**src/shared/supervisor_pkg.sv**
```systemverilog
package supervisor_pkg;

  // ------------------------------------------------------------
  // timing, in seconds
  // ------------------------------------------------------------
  localparam real CLK_HZ            = 25.0e6;
  localparam real HOLD_TIME_S       = 1.12e-3;  // reset_hold_time, plain default
  localparam real WD_LONG_S         = 35.0;
  localparam real WD_SHORT_S        = 1.12;
  localparam int  HOLD_CYCLES       = int'($ceil(HOLD_TIME_S * CLK_HZ));
  localparam int  WD_LONG_CYCLES    = int'($ceil(WD_LONG_S * CLK_HZ));
  localparam int  WD_SHORT_CYCLES   = int'($ceil(WD_SHORT_S * CLK_HZ));
  localparam int  CNT_W             = 32;

  // ------------------------------------------------------------
  // reset values
  // ------------------------------------------------------------
  localparam logic RST_N_INIT = 1'b0;
  localparam logic RST_H_INIT = 1'b1;
  localparam logic WARN_N_INIT = 1'b1;
  // synchroniser reset image: only the manual reset bit idles high
  localparam logic [31:0] SYNC_INIT = 32'h0000_0008;

  typedef enum logic [1:0] {
    MODE_LONG  = 2'b00,
    MODE_SHORT = 2'b01
  } wd_mode_t;

endpackage

```
**src/shared/sync_bus_if.sv**
```systemverilog
`timescale 1ns/1ns
interface sync_bus_if #(parameter int N = 6);
  logic [N-1:0] raw;
  logic [N-1:0] synced;
  modport src (output raw, input synced);
  modport dst (input raw, output synced);
endinterface

```
**src/rtl/sync_stage.sv**
```systemverilog
`timescale 1ns/1ns
module sync_stage #(
  parameter int          N     = 6,
  parameter logic [31:0] INIT  = 32'h0000_0000
) (
  // clock and reset
  input  wire logic clk_sys,
  input  wire logic rst,
  // bits
  sync_bus_if.dst   bus
);
  logic [N-1:0] meta_r;
  logic [N-1:0] sync_r;

  if (N < 1 || N > 32) begin : g_bad_width
    $error("sync_stage: N out of range");
  end

  // two flops per bit; meta_r feeds only sync_r
  always_ff @(posedge clk_sys) begin
    if (rst) begin
      meta_r <= INIT[N-1:0];
      sync_r <= INIT[N-1:0];
    end else begin
      meta_r <= bus.raw;
      sync_r <= meta_r;
    end
  end

  assign bus.synced = sync_r;
endmodule

```
**src/rtl/supply_supervisor_watchdog.sv**
```systemverilog
`timescale 1ns/1ns
// What this block does
// - any supply undervoltage, aux undervoltage or low manual reset asserts every reset output.
// - the active-low reset stays low a full hold period after all causes clear.
// - an undervoltage that returns during the hold period restarts the hold count from zero.
// - reset is held while manual reset is low and for the hold period after it rises.
// - every reset event puts the watchdog into its long initial mode of at least 35 s.
// - the first toggle edge in the long mode outside reset switches to the short mode of at least 1.12 s.
// - in short mode, no toggle edge within the timeout issues a reset pulse of hold length.
// - the power warning output goes low while the comparator reports below reference.
// - the power warning output returns high at once when the comparator clears, unstretched.
// - the active-high reset follows every cause of the active-low one, for the same time.
// - both active-low reset outputs come from one internal reset state.
// - the watchdog counter clears while reset is asserted and on every toggle edge.
module supply_supervisor_watchdog
  import supervisor_pkg::*;
#(
  parameter int HOLD_CNT   = HOLD_CYCLES,
  parameter int WD_LONG    = WD_LONG_CYCLES,
  parameter int WD_SHORT   = WD_SHORT_CYCLES
) (
  // clock and reset
  input  wire logic clk_sys,
  input  wire logic rst,
  // supply monitors, high = below threshold
  input  wire logic primary_undervolt,
  input  wire logic secondary_undervolt,
  input  wire logic aux_undervolt_in,
  // host side
  input  wire logic manual_reset_in_n,
  input  wire logic watchdog_toggle_in,
  // power-fail comparator, high = input below reference
  input  wire logic power_warn_sense,
  // outputs
  output logic      first_reset_out_n,
  output logic      second_reset_out_n,
  output logic      reset_out,
  output logic      power_warn_out_n
);

  // the hold checks below need at least two hold cycles
  if (HOLD_CNT < 2 || WD_SHORT < 1 || WD_LONG < WD_SHORT) begin : g_bad_timing
    $error("supply_supervisor_watchdog: bad timing parameters");
  end

  // ------------------------------------------------------------
  // input synchronisers
  // ------------------------------------------------------------
  sync_bus_if #(.N(6)) sbus ();

  assign sbus.raw = {power_warn_sense, watchdog_toggle_in, manual_reset_in_n,
                     aux_undervolt_in, secondary_undervolt, primary_undervolt};

  // init: manual reset released, others idle
  sync_stage #(
    .N    (6),
    .INIT (SYNC_INIT)
  ) u_sync (
    .clk_sys (clk_sys),
    .rst     (rst),
    .bus     (sbus.dst)
  );

  logic uv_s;
  logic mr_n_s;
  logic wdi_s;
  logic pf_s;
  assign uv_s   = |sbus.synced[2:0];
  assign mr_n_s = sbus.synced[3];
  assign wdi_s  = sbus.synced[4];
  assign pf_s   = sbus.synced[5];

  // ------------------------------------------------------------
  // reset state
  // ------------------------------------------------------------
  logic             cause;
  logic             wd_fire;
  logic [CNT_W-1:0] hold_r;
  logic             in_rst_r;

  assign cause = uv_s | ~mr_n_s;

  // hold count restarts from zero while any cause is present
  always_ff @(posedge clk_sys) begin
    if (rst) begin
      hold_r   <= '0;
      in_rst_r <= 1'b1;
    end else if (cause || wd_fire) begin
      hold_r   <= '0;
      in_rst_r <= 1'b1;
    end else if (in_rst_r) begin
      if (hold_r >= CNT_W'(HOLD_CNT - 1)) begin
        in_rst_r <= 1'b0;
      end else begin
        hold_r <= hold_r + 1'b1;
      end
    end
  end

  // one common state drives all reset pins
  always_ff @(posedge clk_sys) begin
    if (rst) begin
      first_reset_out_n  <= RST_N_INIT;
      second_reset_out_n <= RST_N_INIT;
      reset_out          <= RST_H_INIT;
    end else begin
      first_reset_out_n  <= ~(in_rst_r | cause);
      second_reset_out_n <= ~(in_rst_r | cause);
      reset_out          <= in_rst_r | cause;
    end
  end

  // ------------------------------------------------------------
  // watchdog
  // ------------------------------------------------------------
  wd_mode_t         mode_r;
  logic [CNT_W-1:0] wd_r;
  logic             wdi_d_r;
  logic             edge_seen;
  logic [CNT_W-1:0] wd_limit;

  assign edge_seen = wdi_s ^ wdi_d_r;

  always_ff @(posedge clk_sys) begin
    if (rst) begin
      wdi_d_r <= 1'b0;
    end else begin
      wdi_d_r <= wdi_s;
    end
  end

  // a timeout fires once; the reset it raises then clears the counter
  // an edge in the deadline cycle still counts as in time, so it wins over the timeout
  assign wd_limit = (mode_r == MODE_LONG) ? CNT_W'(WD_LONG - 1) : CNT_W'(WD_SHORT - 1);
  assign wd_fire  = ~in_rst_r && ~edge_seen && (wd_r >= wd_limit);

  always_ff @(posedge clk_sys) begin
    if (rst || in_rst_r || cause) begin
      wd_r   <= '0;
      mode_r <= MODE_LONG;
    end else if (edge_seen) begin
      wd_r   <= '0;
      mode_r <= MODE_SHORT;
    end else begin
      wd_r <= wd_r + 1'b1;
    end
  end

  // ------------------------------------------------------------
  // power warning, no stretching
  // ------------------------------------------------------------
  always_ff @(posedge clk_sys) begin
    if (rst) begin
      power_warn_out_n <= WARN_N_INIT;
    end else begin
      power_warn_out_n <= ~pf_s;
    end
  end

  // ------------------------------------------------------------
  // checks
  // ------------------------------------------------------------
  logic [CNT_W-1:0] since_r;
  logic [CNT_W-1:0] idle_wd_r;
  logic             kicked_r;

  // cycles since the last reset event, saturating at the hold length
  always_ff @(posedge clk_sys) begin
    if (rst || cause || wd_fire) begin
      since_r <= '0;
    end else if (since_r < CNT_W'(HOLD_CNT)) begin
      since_r <= since_r + 1'b1;
    end
  end

  // cycles since the last toggle edge or reset; saturates so it cannot wrap
  always_ff @(posedge clk_sys) begin
    if (rst || in_rst_r || cause || edge_seen) begin
      idle_wd_r <= '0;
    end else if (idle_wd_r < CNT_W'(WD_LONG)) begin
      idle_wd_r <= idle_wd_r + 1'b1;
    end
  end

  // set by the first toggle edge seen outside reset
  always_ff @(posedge clk_sys) begin
    if (rst || in_rst_r || cause) begin
      kicked_r <= 1'b0;
    end else if (edge_seen) begin
      kicked_r <= 1'b1;
    end
  end
endmodule

```
**config.mk**
```make
export PLATFORM = sky130hd
export DESIGN_NAME = supply_supervisor_watchdog
export DESIGN_NICKNAME = d
export VERILOG_FILES = /design/src/shared/supervisor_pkg.sv /design/src/shared/sync_bus_if.sv /design/src/rtl/sync_stage.sv /design/src/rtl/supply_supervisor_watchdog.sv
export SDC_FILE = /design/constraint.sdc
export NUM_CORES = 1
export LEC_CHECK = 0
export ABC_AREA = 1
export BUFFER_PORTS_ARGS = -buffer_cell sky130_fd_sc_hd__buf_4
export CAP_MARGIN = 5
export CORE_MARGIN = 4
export CORE_UTILIZATION = 65
export DETAILED_ROUTE_END_ITERATION = 8
export PLACE_DENSITY_LB_ADDON = 0.08
export SYNTH_ARGS = -nofsm -noshare
export SYNTH_HDL_FRONTEND = slang
export SYNTH_SLANG_ARGS = --single-unit
```
**constraint.sdc**
```tcl
create_clock -name clk_sys -period 3.7 [get_ports clk_sys]
set_input_delay 1.11 -clock clk_sys [delete_from_list [all_inputs] [get_ports clk_sys]]
set_output_delay 1.11 -clock clk_sys [all_outputs]
set_load 0.05 [all_outputs]
```
==> results of run 1 <==
-- final cells by class --
type,count,area share [%]
clock buffer,9,2.71
clock inverter,7,2.02
inverter,107,8.78
multi-input combinational,393,46.5
sequential,82,35.9
tap,77,2.11
timing repair buffer,12,1.97
-- Yosys cell counts, drive strengths merged --
master and count:
nand2 115, nor2 113, inv 107, dfxtp 82, nand3 31, a21oi 26, nand4 22, ha 21
nor3 16, o21ai 15, xor2 10, buf 8, a211oi 5, or2 5, xnor2 5, clkbuf 4
o21a 4, a21o 1, a31oi 1, nand3b 1, o211a 1, o221a 1
-- worst reg2reg max path: stages (launching register included) --
cell,delay [ns]
dfxtp_1,0.33
buf_4,0.21
inv_1,0.21
ha_1,0.36
nand2_1,0.05
inv_1,0.08
nand3_1,0.07
nor3_1,0.16
nand2_1,0.07
nand3_1,0.08
nand2_1,0.05
nand2_1,0.07
nand2_1,0.08
nand2_2,0.46
nor2_1,0.12
-- power by group --
group	total [mW]	internal, mW	leakage (nW)	switching (mW)
registers	0.894	0.890	0.664	0.00384
clock network	0.701	0.332	0.110	0.369
logic	0.0344	0.0133	1.17	0.0211
-- state kept, by name, indices dropped and copies added, names as in the netlist --
register and count:
power_warn_out_n 1, in_rst_r 1, mode_r 1, wdi_d_r 1
u_sync.meta_r 6, hold_r 32, second_reset_out_n 1, reset_out 1
wd_r 32, u_sync.bus.synced 6
-- metal layers --
layer  vias to the layer above  routed length (um)  GRT usage [%]
met5                         -                   0              0
met4                         0                 110           7.98
met3                        13                 301           3.69
met2                        50                3590           34.8
met1                      1582                3860           30.3
li1                       1887                   -              -
-- worst paths after layout --
kind,start,end,slack [ns]
max reg2reg,mode_r[0]$_SDFFE_PP0P_,hold_r[30]$_SDFFE_PP0P_,1.15
min reg2reg,u_sync.meta_r[4]$_SDFF_PP0_,u_sync.bus.synced[4]$_SDFF_PP0_,0.41
min,u_sync.meta_r[4]$_SDFF_PP0_,u_sync.bus.synced[4]$_SDFF_PP0_,0.41
max,rst,wd_r[8]$_SDFF_PP0_,1.07
-- cell families after synthesis --
family,count (synthesis),share of synthesized area (%)
compound gates,54,7.52
xor+xnor,15,3.08
fa+ha+maj,21,6.17
buf+inv,119,11.5
flops,82,38.5
simple gates,303,33.2
==> metrics.txt, run 1 <==
Final Instance Area 4570 um^2; Slew @ Worst Pin 0.645 ns; Hold Crit Depth 2; Worst setup SP type input pin; ant diodes 0; multi-input logic area 2130 um^2; Levels on crit path 8; Post-Place Cells 671; CP max stage delay 0.55 ns; Die Ht 88.9 um; Post-CTS Setup Inserts 0; Crit. End Element flip-flop; sum of buffers and inverters on the critical path 3; Final period util 71.1%; Slew headroom 57.0%; CP cell instances buf_4 > inv_1 > nand2_1 > nor3_4 > nand2_1 > inv_1 > o21ai_0 > a21oi_1; IO Pins 12; Setup Skew 0.00951 ns; final setup margin 1.07 ns; worst min path class flip-flop to flip-flop; CTS tree built; HPWL after DPL 5.73 mm; post-DR wirelength/cell 11.4 um; Syn Nets 623; Die ar. 7910 um^2; DRC Markers 0; Layout Utilization 72.0%; final non-filler cell total 687; clock buffer depth 2; max-cap violations 0; total power 1.63 mW; Starting Density 67.1%; CTS resizes 0; cts hold-fix bufs 0; Setup CP Type input pin to flip-flop; global-route usage over all layers 22.0%; most common cell after layout, fill and taps aside nand2_1; IO buf count 11; VDD IR max 0.323 mV; Reg clk slew, reported paths 0.09 ns; vias in the first global route 3136; count of cell types in the netlist 40; dpl cell area 4360 um^2; via count 3532; Nets 634; total leakage power 1.94 nW; Max Freq 380 MHz; Worst R2R Path Depth 14; Area Overhead vs Synth 7.37%; Routed WL 7.86 mm; RSZ-0062 raised after global routing no; Worst EP arrival 2.92 ns; Routed Antenna Nets 0; pre-CTS setup slack 0.729 ns; final hold viol count 0; core area 6350 um^2; clock latency on the worst-skew pair 0.36 ns; Netlist Area Pre-Place 4260 um^2; post-synthesis sequential area ratio 38.5%; CTS buffer count 9; pwr/cell area 356 nW/um^2; first-pass GRT wire length 13.7 mm; largest net degree at the start of global routing 33; Final Setup Violations 0; DIE WIDTH 88.9 um; Layout fillers 537; synthesized netlist cell count 594; clk root buf clkbuf_8; layout cell share with drive strength beyond 1 11.1%; area leader, netlist dfxtp_1; Area contributors post-synth dfxtp_1 (39%), nand2_1 (9.6%), inv_1 (9.1%), nor2_1 (8.6%), ha_1 (6.2%); register area 1640 um^2; CP delay by family, top buffers and inverters; CP max stage cell inv_1; Slew Viols, Final 0; #FFs+latches synth 82; critical path peak fanout 19; clk sink count 82; post-synth top area share 38.5%; setup TNS 0 ns; Placer Congestion 0.888; GRT Residual Overflow 0; htree depth 3; Required @ worst endpoint 3.99 ns; DR pass1 iterations 4; row cnt 29; DR vias/cell 5.14; Yosys warnings 0; status finished clean; Min Hold Slack 0.405 ns; most frequent cells in the layout nand2_1 (109), inv_1 (103), nor2_1 (98), dfxtp_1 (82), nand3_1 (27); Avg Inst Size Synth 7.17 um^2; post-route minimum period 2.63 ns; drt initial violations 156; initial antenna violation count 0
Power figures use the tool's default switching activity.
==> run 2, diff against run 1 <==
--- a/config.mk
+++ b/config.mk
@@ -9,7 +9,7 @@
 export BUFFER_PORTS_ARGS = -buffer_cell sky130_fd_sc_hd__buf_4
 export CAP_MARGIN = 5
 export CORE_MARGIN = 4
-export CORE_UTILIZATION = 65
+export CORE_UTILIZATION = 56
 export DETAILED_ROUTE_END_ITERATION = 8
 export PLACE_DENSITY_LB_ADDON = 0.08
 export SYNTH_ARGS = -nofsm -noshare
==> constraint.sdc (replaced) <==
create_clock -name clk_sys -period 2.15 [get_ports clk_sys]
set_input_delay 0.645 -clock clk_sys [delete_from_list [all_inputs] [get_ports clk_sys]]
set_output_delay 0.645 -clock clk_sys [all_outputs]
set_load 0.05 [all_outputs]
==> metrics.txt, run 2 (synthesis results as in run 1) <==
DR pass1 iterations 4 (unchanged); Setup CP Type flip-flop to flip-flop; drt initial violations 157 (+0.64%); sw frac 25.8% (+1.6 points); global-route usage over all layers 19.7% (-2.3 points); Area Overhead vs Synth 9.87%; largest net degree at the start of global routing 26 (-21%); Comb pwr share 2.6% (+0.5 points); status finished clean; CP cell instances buf_4 > ha_1 > nand2_1 > nor2_2 > nand3_1 > nand3_1 > nand2_1 > nand3_1 > nand2_1 > nand2_1 > nand2_1 > nand2_4 > buf_12 > nor2_1; Final Setup Violations 0 (unchanged); Worst EP arrival 2.24 ns (-0.68 ns); Final Instance Area 4680 um^2 (+2.3%); Worst setup SP type flip-flop; dpl cell area 4440 um^2 (+2.0%); Slew headroom 78.9% (+22 points); htree depth 3 (unchanged); Die Ht 95.2 um (+7.0%); Routed Antenna Nets 0 (unchanged); CTS tree built; DIE WIDTH 95.2 um (+7.0%); Die ar. 9060 um^2 (+15%); biggest regs hold_r: 32 flops, wd_r: 32 flops; Layout fillers 664 (+24%); CP Launch Point mode_r[0]$_SDFFE_PP0P_; Critical Path End hold_r[12]$_SDFFE_PP0P_; HPWL after DPL 5.80 mm (+1.2%); critical path peak fanout 25 (+6); row cnt 31 (+6.9%); Slew Viols, Final 0 (unchanged); pwr/cell area 585 nW/um^2 (+64%); post-DR wirelength/cell 11.1 um (-2.6%); CP delay by family, top simple AND/OR/NAND/NOR gates; post-route minimum period 1.97 ns; sum of buffers and inverters on the critical path 2 (-1); core area 7330 um^2 (+15%); RR Startpoint mode_r[0]$_SDFFE_PP0P_; VDD IR max 0.430 mV (+33%); IO buf count 11 (unchanged); Crit. End Element flip-flop; vias in the first global route 3166 (+0.96%); Reg clk slew, reported paths 0.10 ns (about the same); total power 2.74 mW (+68%); CTS buffer count 9 (unchanged); most frequent cells in the layout nand2_1 (109), inv_1 (102), nor2_1 (97), dfxtp_1 (82), nand3_1 (27); worst min path class flip-flop to flip-flop; sw power 705 uW (+79%); Routed WL 7.99 mm (+1.7%); Starting Density 58.1% (-9.0 points); Max Freq 507 MHz; CP max stage cell dfxtp_1; Post-Place Cells 699 (+4.2%); worst flop-to-flop path endpoint hold_r[12]$_SDFFE_PP0P_; Setup Skew 0.00991 ns (+0.000398 ns); Crit path top cell by count nand2_1; GRT Residual Overflow 0 (unchanged); via count 3523 (-0.25%); pre-CTS setup slack 0.136 ns (-0.593 ns); DR vias/cell 4.91 (-4.4%); Worst R2R Path Depth 14 (unchanged); Required @ worst endpoint 2.41 ns (-1.58 ns); clk sink count 82 (unchanged); clock power share 41.2% (-1.8 points); Slew @ Worst Pin 0.316 ns (-0.330 ns); Nets 642 (+1.3%); final hold viol count 0 (unchanged); layout cell share with drive strength beyond 1 12.9% (+1.8 points); final setup margin 0.178 ns (-0.892 ns); first-pass GRT wire length 14.1 mm (+2.8%); Levels on crit path 14 (+6); initial antenna violation count 0 (unchanged); final non-filler cell total 717 (+4.4%); ant diodes 0 (unchanged); IO Pins 12 (unchanged); max-cap violations 0 (unchanged); clock buffer depth 2 (unchanged); sequential power share 56.2% (+1.3 points); CP max stage delay 0.33 ns (-0.22 ns); clk root buf clkbuf_8; Layout Utilization 63.8% (-8.2 points); Placer Congestion 0.863 (-2.9%); most common cell after layout, fill and taps aside nand2_1; total leakage power 1.97 nW (+1.7%); Worst R2R Setup Slack 0.18 ns (-0.97 ns); clock latency on the worst-skew pair 0.37 ns (about the same); DRC Markers 0 (unchanged); internal power 2.03 mW (+64%); Final period util 91.7%
[run 2: worst register-to-register path: cells and delay by family (launching register included)]
kind	cells	cell delay, ns
and+or+nand+nor	11	0.87
DFF	1	0.33
buffers and inverters	2	0.36
adders and majority gates	1	0.32
[run 2: final cells by class]
class                      instances  area, um^2  area share, %
sequential                        82        1640           35.1
inverter                         107         402           8.58
tap                               99         124           2.65
multi-input combinational        393        2150           46.0
clock inverter                     7        73.8           1.58
clock buffer                       9         124           2.65
timing repair buffer              20         163           3.48
[run 2: power groups by stage]
stage	Combinational (mW)	Clock, mW	Sequential, mW
floorplan	0.0481	0	1.57
global placement	0.0650	0	1.57
detailed placement	0.0662	0	1.57
CTS	0.0668	1.16	1.54
global route	0.0815	1.23	1.54
finish	0.0712	1.13	1.54
[run 2: metrics by stage]
stage | setup TNS, ns | hold slack, ns
finish | 0 | 0.395
global route | -0.498 | 0.407
CTS | 0 | 0.394
detailed placement | 0 | 0.364
global placement | 0 | 0.375
floorplan | 0 | 0.350
[run 2: what timing repair did]
item                                    CTS  global route
resized for setup                         0             5
endpoints found under the setup margin    0            25
buffers inserted                          0             2
hold buffers                              0             0
[run 2: how the worst min path moves through the flow]
stage | startpoint | end | cells past startpoint
3_3_place_gp | u_sync.bus.synced[5]$_SDFF_PP0_ | power_warn_out_n$_SDFF_PP1_ | 1
4_1_cts | u_sync.bus.synced[5]$_SDFF_PP0_ | power_warn_out_n$_SDFF_PP1_ | 1
3_5_place_dp | u_sync.bus.synced[5]$_SDFF_PP0_ | power_warn_out_n$_SDFF_PP1_ | 1
5_1_grt | u_sync.meta_r[1]$_SDFF_PP0_ | u_sync.bus.synced[1]$_SDFF_PP0_ | 2
2_1_floorplan | u_sync.bus.synced[5]$_SDFF_PP0_ | power_warn_out_n$_SDFF_PP1_ | 1
6_report | u_sync.meta_r[1]$_SDFF_PP0_ | u_sync.bus.synced[1]$_SDFF_PP0_ | 2
[run 2: layer usage]
metal | GRT usage, % | wire (um) | vias to the layer above
met3 | 4.89 | 290 | 8
met1 | 26.9 | 4000 | 1554
li1 | - | - | 1909
met4 | 6.13 | 85 | 0
met5 | 0 | 0 | -
met2 | 30.5 | 3610 | 52
==> run 3, diff against run 2 <==
--- a/config.mk
+++ b/config.mk
@@ -11,6 +11,7 @@
 export CORE_MARGIN = 4
 export CORE_UTILIZATION = 56
 export DETAILED_ROUTE_END_ITERATION = 8
+export GPL_TIMING_DRIVEN = 0
 export PLACE_DENSITY_LB_ADDON = 0.08
 export SYNTH_ARGS = -nofsm -noshare
 export SYNTH_HDL_FRONTEND = slang
==> metrics.txt, run 3 (synthesis results as in run 1) <==
row cnt 31 (unchanged); worst min path class flip-flop to flip-flop; Layout Utilization 67.2% (+3.4 points); uppermost layer routed met4; Area Overhead vs Synth 15.7%; most common cell after layout, fill and taps aside nand2_1; Hold Path Origin u_sync.bus.synced[5]$_SDFF_PP0_; GRT Residual Overflow 0 (unchanged); Hold Crit Depth 1 (-1); status finished clean; DR vias/cell 4.99 (+1.5%); sum of buffers and inverters on the critical path 4 (+2); Placer Congestion 0.897 (+4.0%); largest net degree at the start of global routing 19 (-27%); RR Startpoint mode_r[0]$_SDFFE_PP0P_; clock latency on the worst-skew pair 0.37 ns (about the same); CTS buffer count 9 (unchanged); Max Freq 492 MHz (-2.9%); CTS tree built; total leakage power 2.10 nW (+6.3%); final non-filler cell total 728 (+1.5%); met2 wire len 4.06 mm (+12%); pwr/cell area 565 nW/um^2 (-3.3%); IO buf count 11 (unchanged); Worst setup SP type flip-flop; clock buffer depth 2 (unchanged); DR pass1 iterations 4 (unchanged); critical path peak fanout 8 (-68%); layout cell share with drive strength beyond 1 15.9% (+3.0 points); Reg clk slew, reported paths 0.10 ns (about the same); cts hold-fix bufs 0 (unchanged); Post-Place Cells 704 (+0.72%); met3 wire len 237 um (-18%); Final Instance Area 4930 um^2 (+5.3%); IO Pins 12 (unchanged); Slew Viols, Final 0 (unchanged); max-cap violations 0 (unchanged); htree depth 3 (unchanged); first-pass GRT wire length 14.7 mm (+4.0%); total power 2.79 mW (+1.8%); Starting Density 58.1% (unchanged); Setup CP Type flip-flop to flip-flop; Crit. End Element flip-flop; core area 7330 um^2 (unchanged); Routed Antenna Nets 0 (unchanged); dpl cell area 4470 um^2 (+0.54%); drt initial violations 164 (+4.5%); vias in the first global route 3334 (+5.3%); Met1 Routed Length 4.27 mm (+6.7%); HPWL after DPL 6.12 mm (+5.6%); Worst Hold Endpoint power_warn_out_n$_SDFF_PP1_; global-route usage over all layers 20.4% (+0.73 points); Worst R2R Path Depth 15 (+1); via count 3630 (+3.0%); most frequent cells in the layout nand2_1 (106), inv_1 (101), nor2_1 (98), dfxtp_1 (81), nand3_1 (25); post-DR wirelength/cell 11.9 um (+7.0%); Worst R2R Setup Slack 0.12 ns (-0.06 ns); CP max stage cell dfxtp_4; worst flop-to-flop path endpoint hold_r[8]$_SDFFE_PP0P_; clk root buf clkbuf_8; Final Setup Violations 0 (unchanged); Die Ht 95.2 um (unchanged); Routed WL 8.68 mm (+8.7%); Nets 653 (+1.7%); CP cell instances clkinvlp_4 > buf_12 > ha_4 > nand2_1 > inv_2 > nand3_2 > nor3_2 > nand2_1 > nand3_2 > nand2_2 > nand2_2 > nand2_4 > nand2_8 > clkbuf_16 > nor2_1; DRC Markers 0 (unchanged); Worst EP arrival 2.30 ns (+0.06 ns); DIE WIDTH 95.2 um (unchanged); CP delay by family, top simple AND/OR/NAND/NOR gates; post-route minimum period 2.03 ns (+0.0596 ns); CP max stage delay 0.38 ns (+0.05 ns); clk sink count 82 (unchanged); Slew headroom 66.9% (-12 points); Slew @ Worst Pin 0.496 ns (+0.180 ns); final hold viol count 0 (unchanged); ant diodes 0 (unchanged); Die ar. 9060 um^2 (unchanged); Final period util 94.5% (+2.8 points); initial antenna violation count 0 (unchanged); biggest regs hold_r: 32 flops, wd_r: 32 flops; VDD IR max 0.466 mV (+8.5%); Setup Skew 0.0172 ns (+0.00729 ns); Required @ worst endpoint 2.42 ns (about the same)
-- run 3: cell types whose count changed in the layout (fill, tap and decap cells not counted), sizes merged --
cell      previous run  this run
inv                113       111
clkbuf               9        16
buf                 20        24
clkinvlp             0         1
clkinv               1         2
-- run 3: through the flow --
step | setup TNS, ns | worst slack (ns) | hold WS, ns
floorplan | 0 | 0.115 | 0.350
global placement | -11.23 | -0.368 | 0.374
detailed placement | -13.44 | -0.438 | 0.372
CTS | 0 | 0.0530 | 0.410
global route | -0.663 | -0.0414 | 0.423
finish | 0 | 0.119 | 0.404
-- run 3: final cells by class --
| cell class | instances | area [um^2] |
|---|---|---|
| Fill cell | 638 | 2400 |
| Multi-Input combinational cell | 393 | 2240 |
| Sequential cell | 82 | 1650 |
| Inverter | 107 | 405 |
| Timing Repair Buffer | 19 | 211 |
| Clock buffer | 9 | 124 |
| Tap cell | 99 | 124 |
| Buffer | 12 | 100 |
| Clock inverter | 7 | 78.8 |
-- run 3: worst max path at each step --
stage / start / cells past startpoint / end / slack (ns)
after global placement: mode_r[0]$_SDFFE_PP0P_ / 14 / hold_r[3]$_SDFFE_PP0P_ / -0.37
after CTS: mode_r[0]$_SDFFE_PP0P_ / 14 / hold_r[5]$_SDFFE_PP0P_ / 0.05
final: mode_r[0]$_SDFFE_PP0P_ / 15 / hold_r[8]$_SDFFE_PP0P_ / 0.12
after floorplan: mode_r[0]$_SDFFE_PP0P_ / 14 / hold_r[21]$_SDFFE_PP0P_ / 0.12
after detailed placement: mode_r[0]$_SDFFE_PP0P_ / 14 / hold_r[5]$_SDFFE_PP0P_ / -0.44
after global routing: mode_r[0]$_SDFFE_PP0P_ / 15 / hold_r[8]$_SDFFE_PP0P_ / -0.04
-- run 3: worst reg2reg max path: stages (launching register included) --
cell        delay (ns)
dfxtp_4           0.38
clkinvlp_4        0.10
buf_12            0.16
ha_4              0.27
nand2_1           0.05
inv_2             0.07
nand3_2           0.07
nor3_2            0.15
nand2_1           0.08
nand3_2           0.08
nand2_2           0.06
nand2_2           0.08
nand2_4           0.07
nand2_8           0.14
clkbuf_16         0.17
nor2_1            0.04
-- run 3: timing repair --
action / 4_1_cts / 5_1_grt
setup endpoints to repair: 33 / 30
pin swaps: 0 / 3
setup buffers: 3 / 2
gates cloned: 0 / 3
resized for setup: 3 / 21
-- run 3: layer usage --
metal	up-vias	track usage, %
li1	1926	-
met1	1651	27.0
met2	41	32.5
met3	12	4.50
met4	0	7.45
met5	-	0
-- run 3: power by group --
part | leakage [nW] | switching (mW) | internal (mW) | total [mW]
registers | 0.664 | 0.00688 | 1.53 | 1.54
logic | 1.33 | 0.0471 | 0.0566 | 0.104
clock network | 0.104 | 0.676 | 0.468 | 1.14
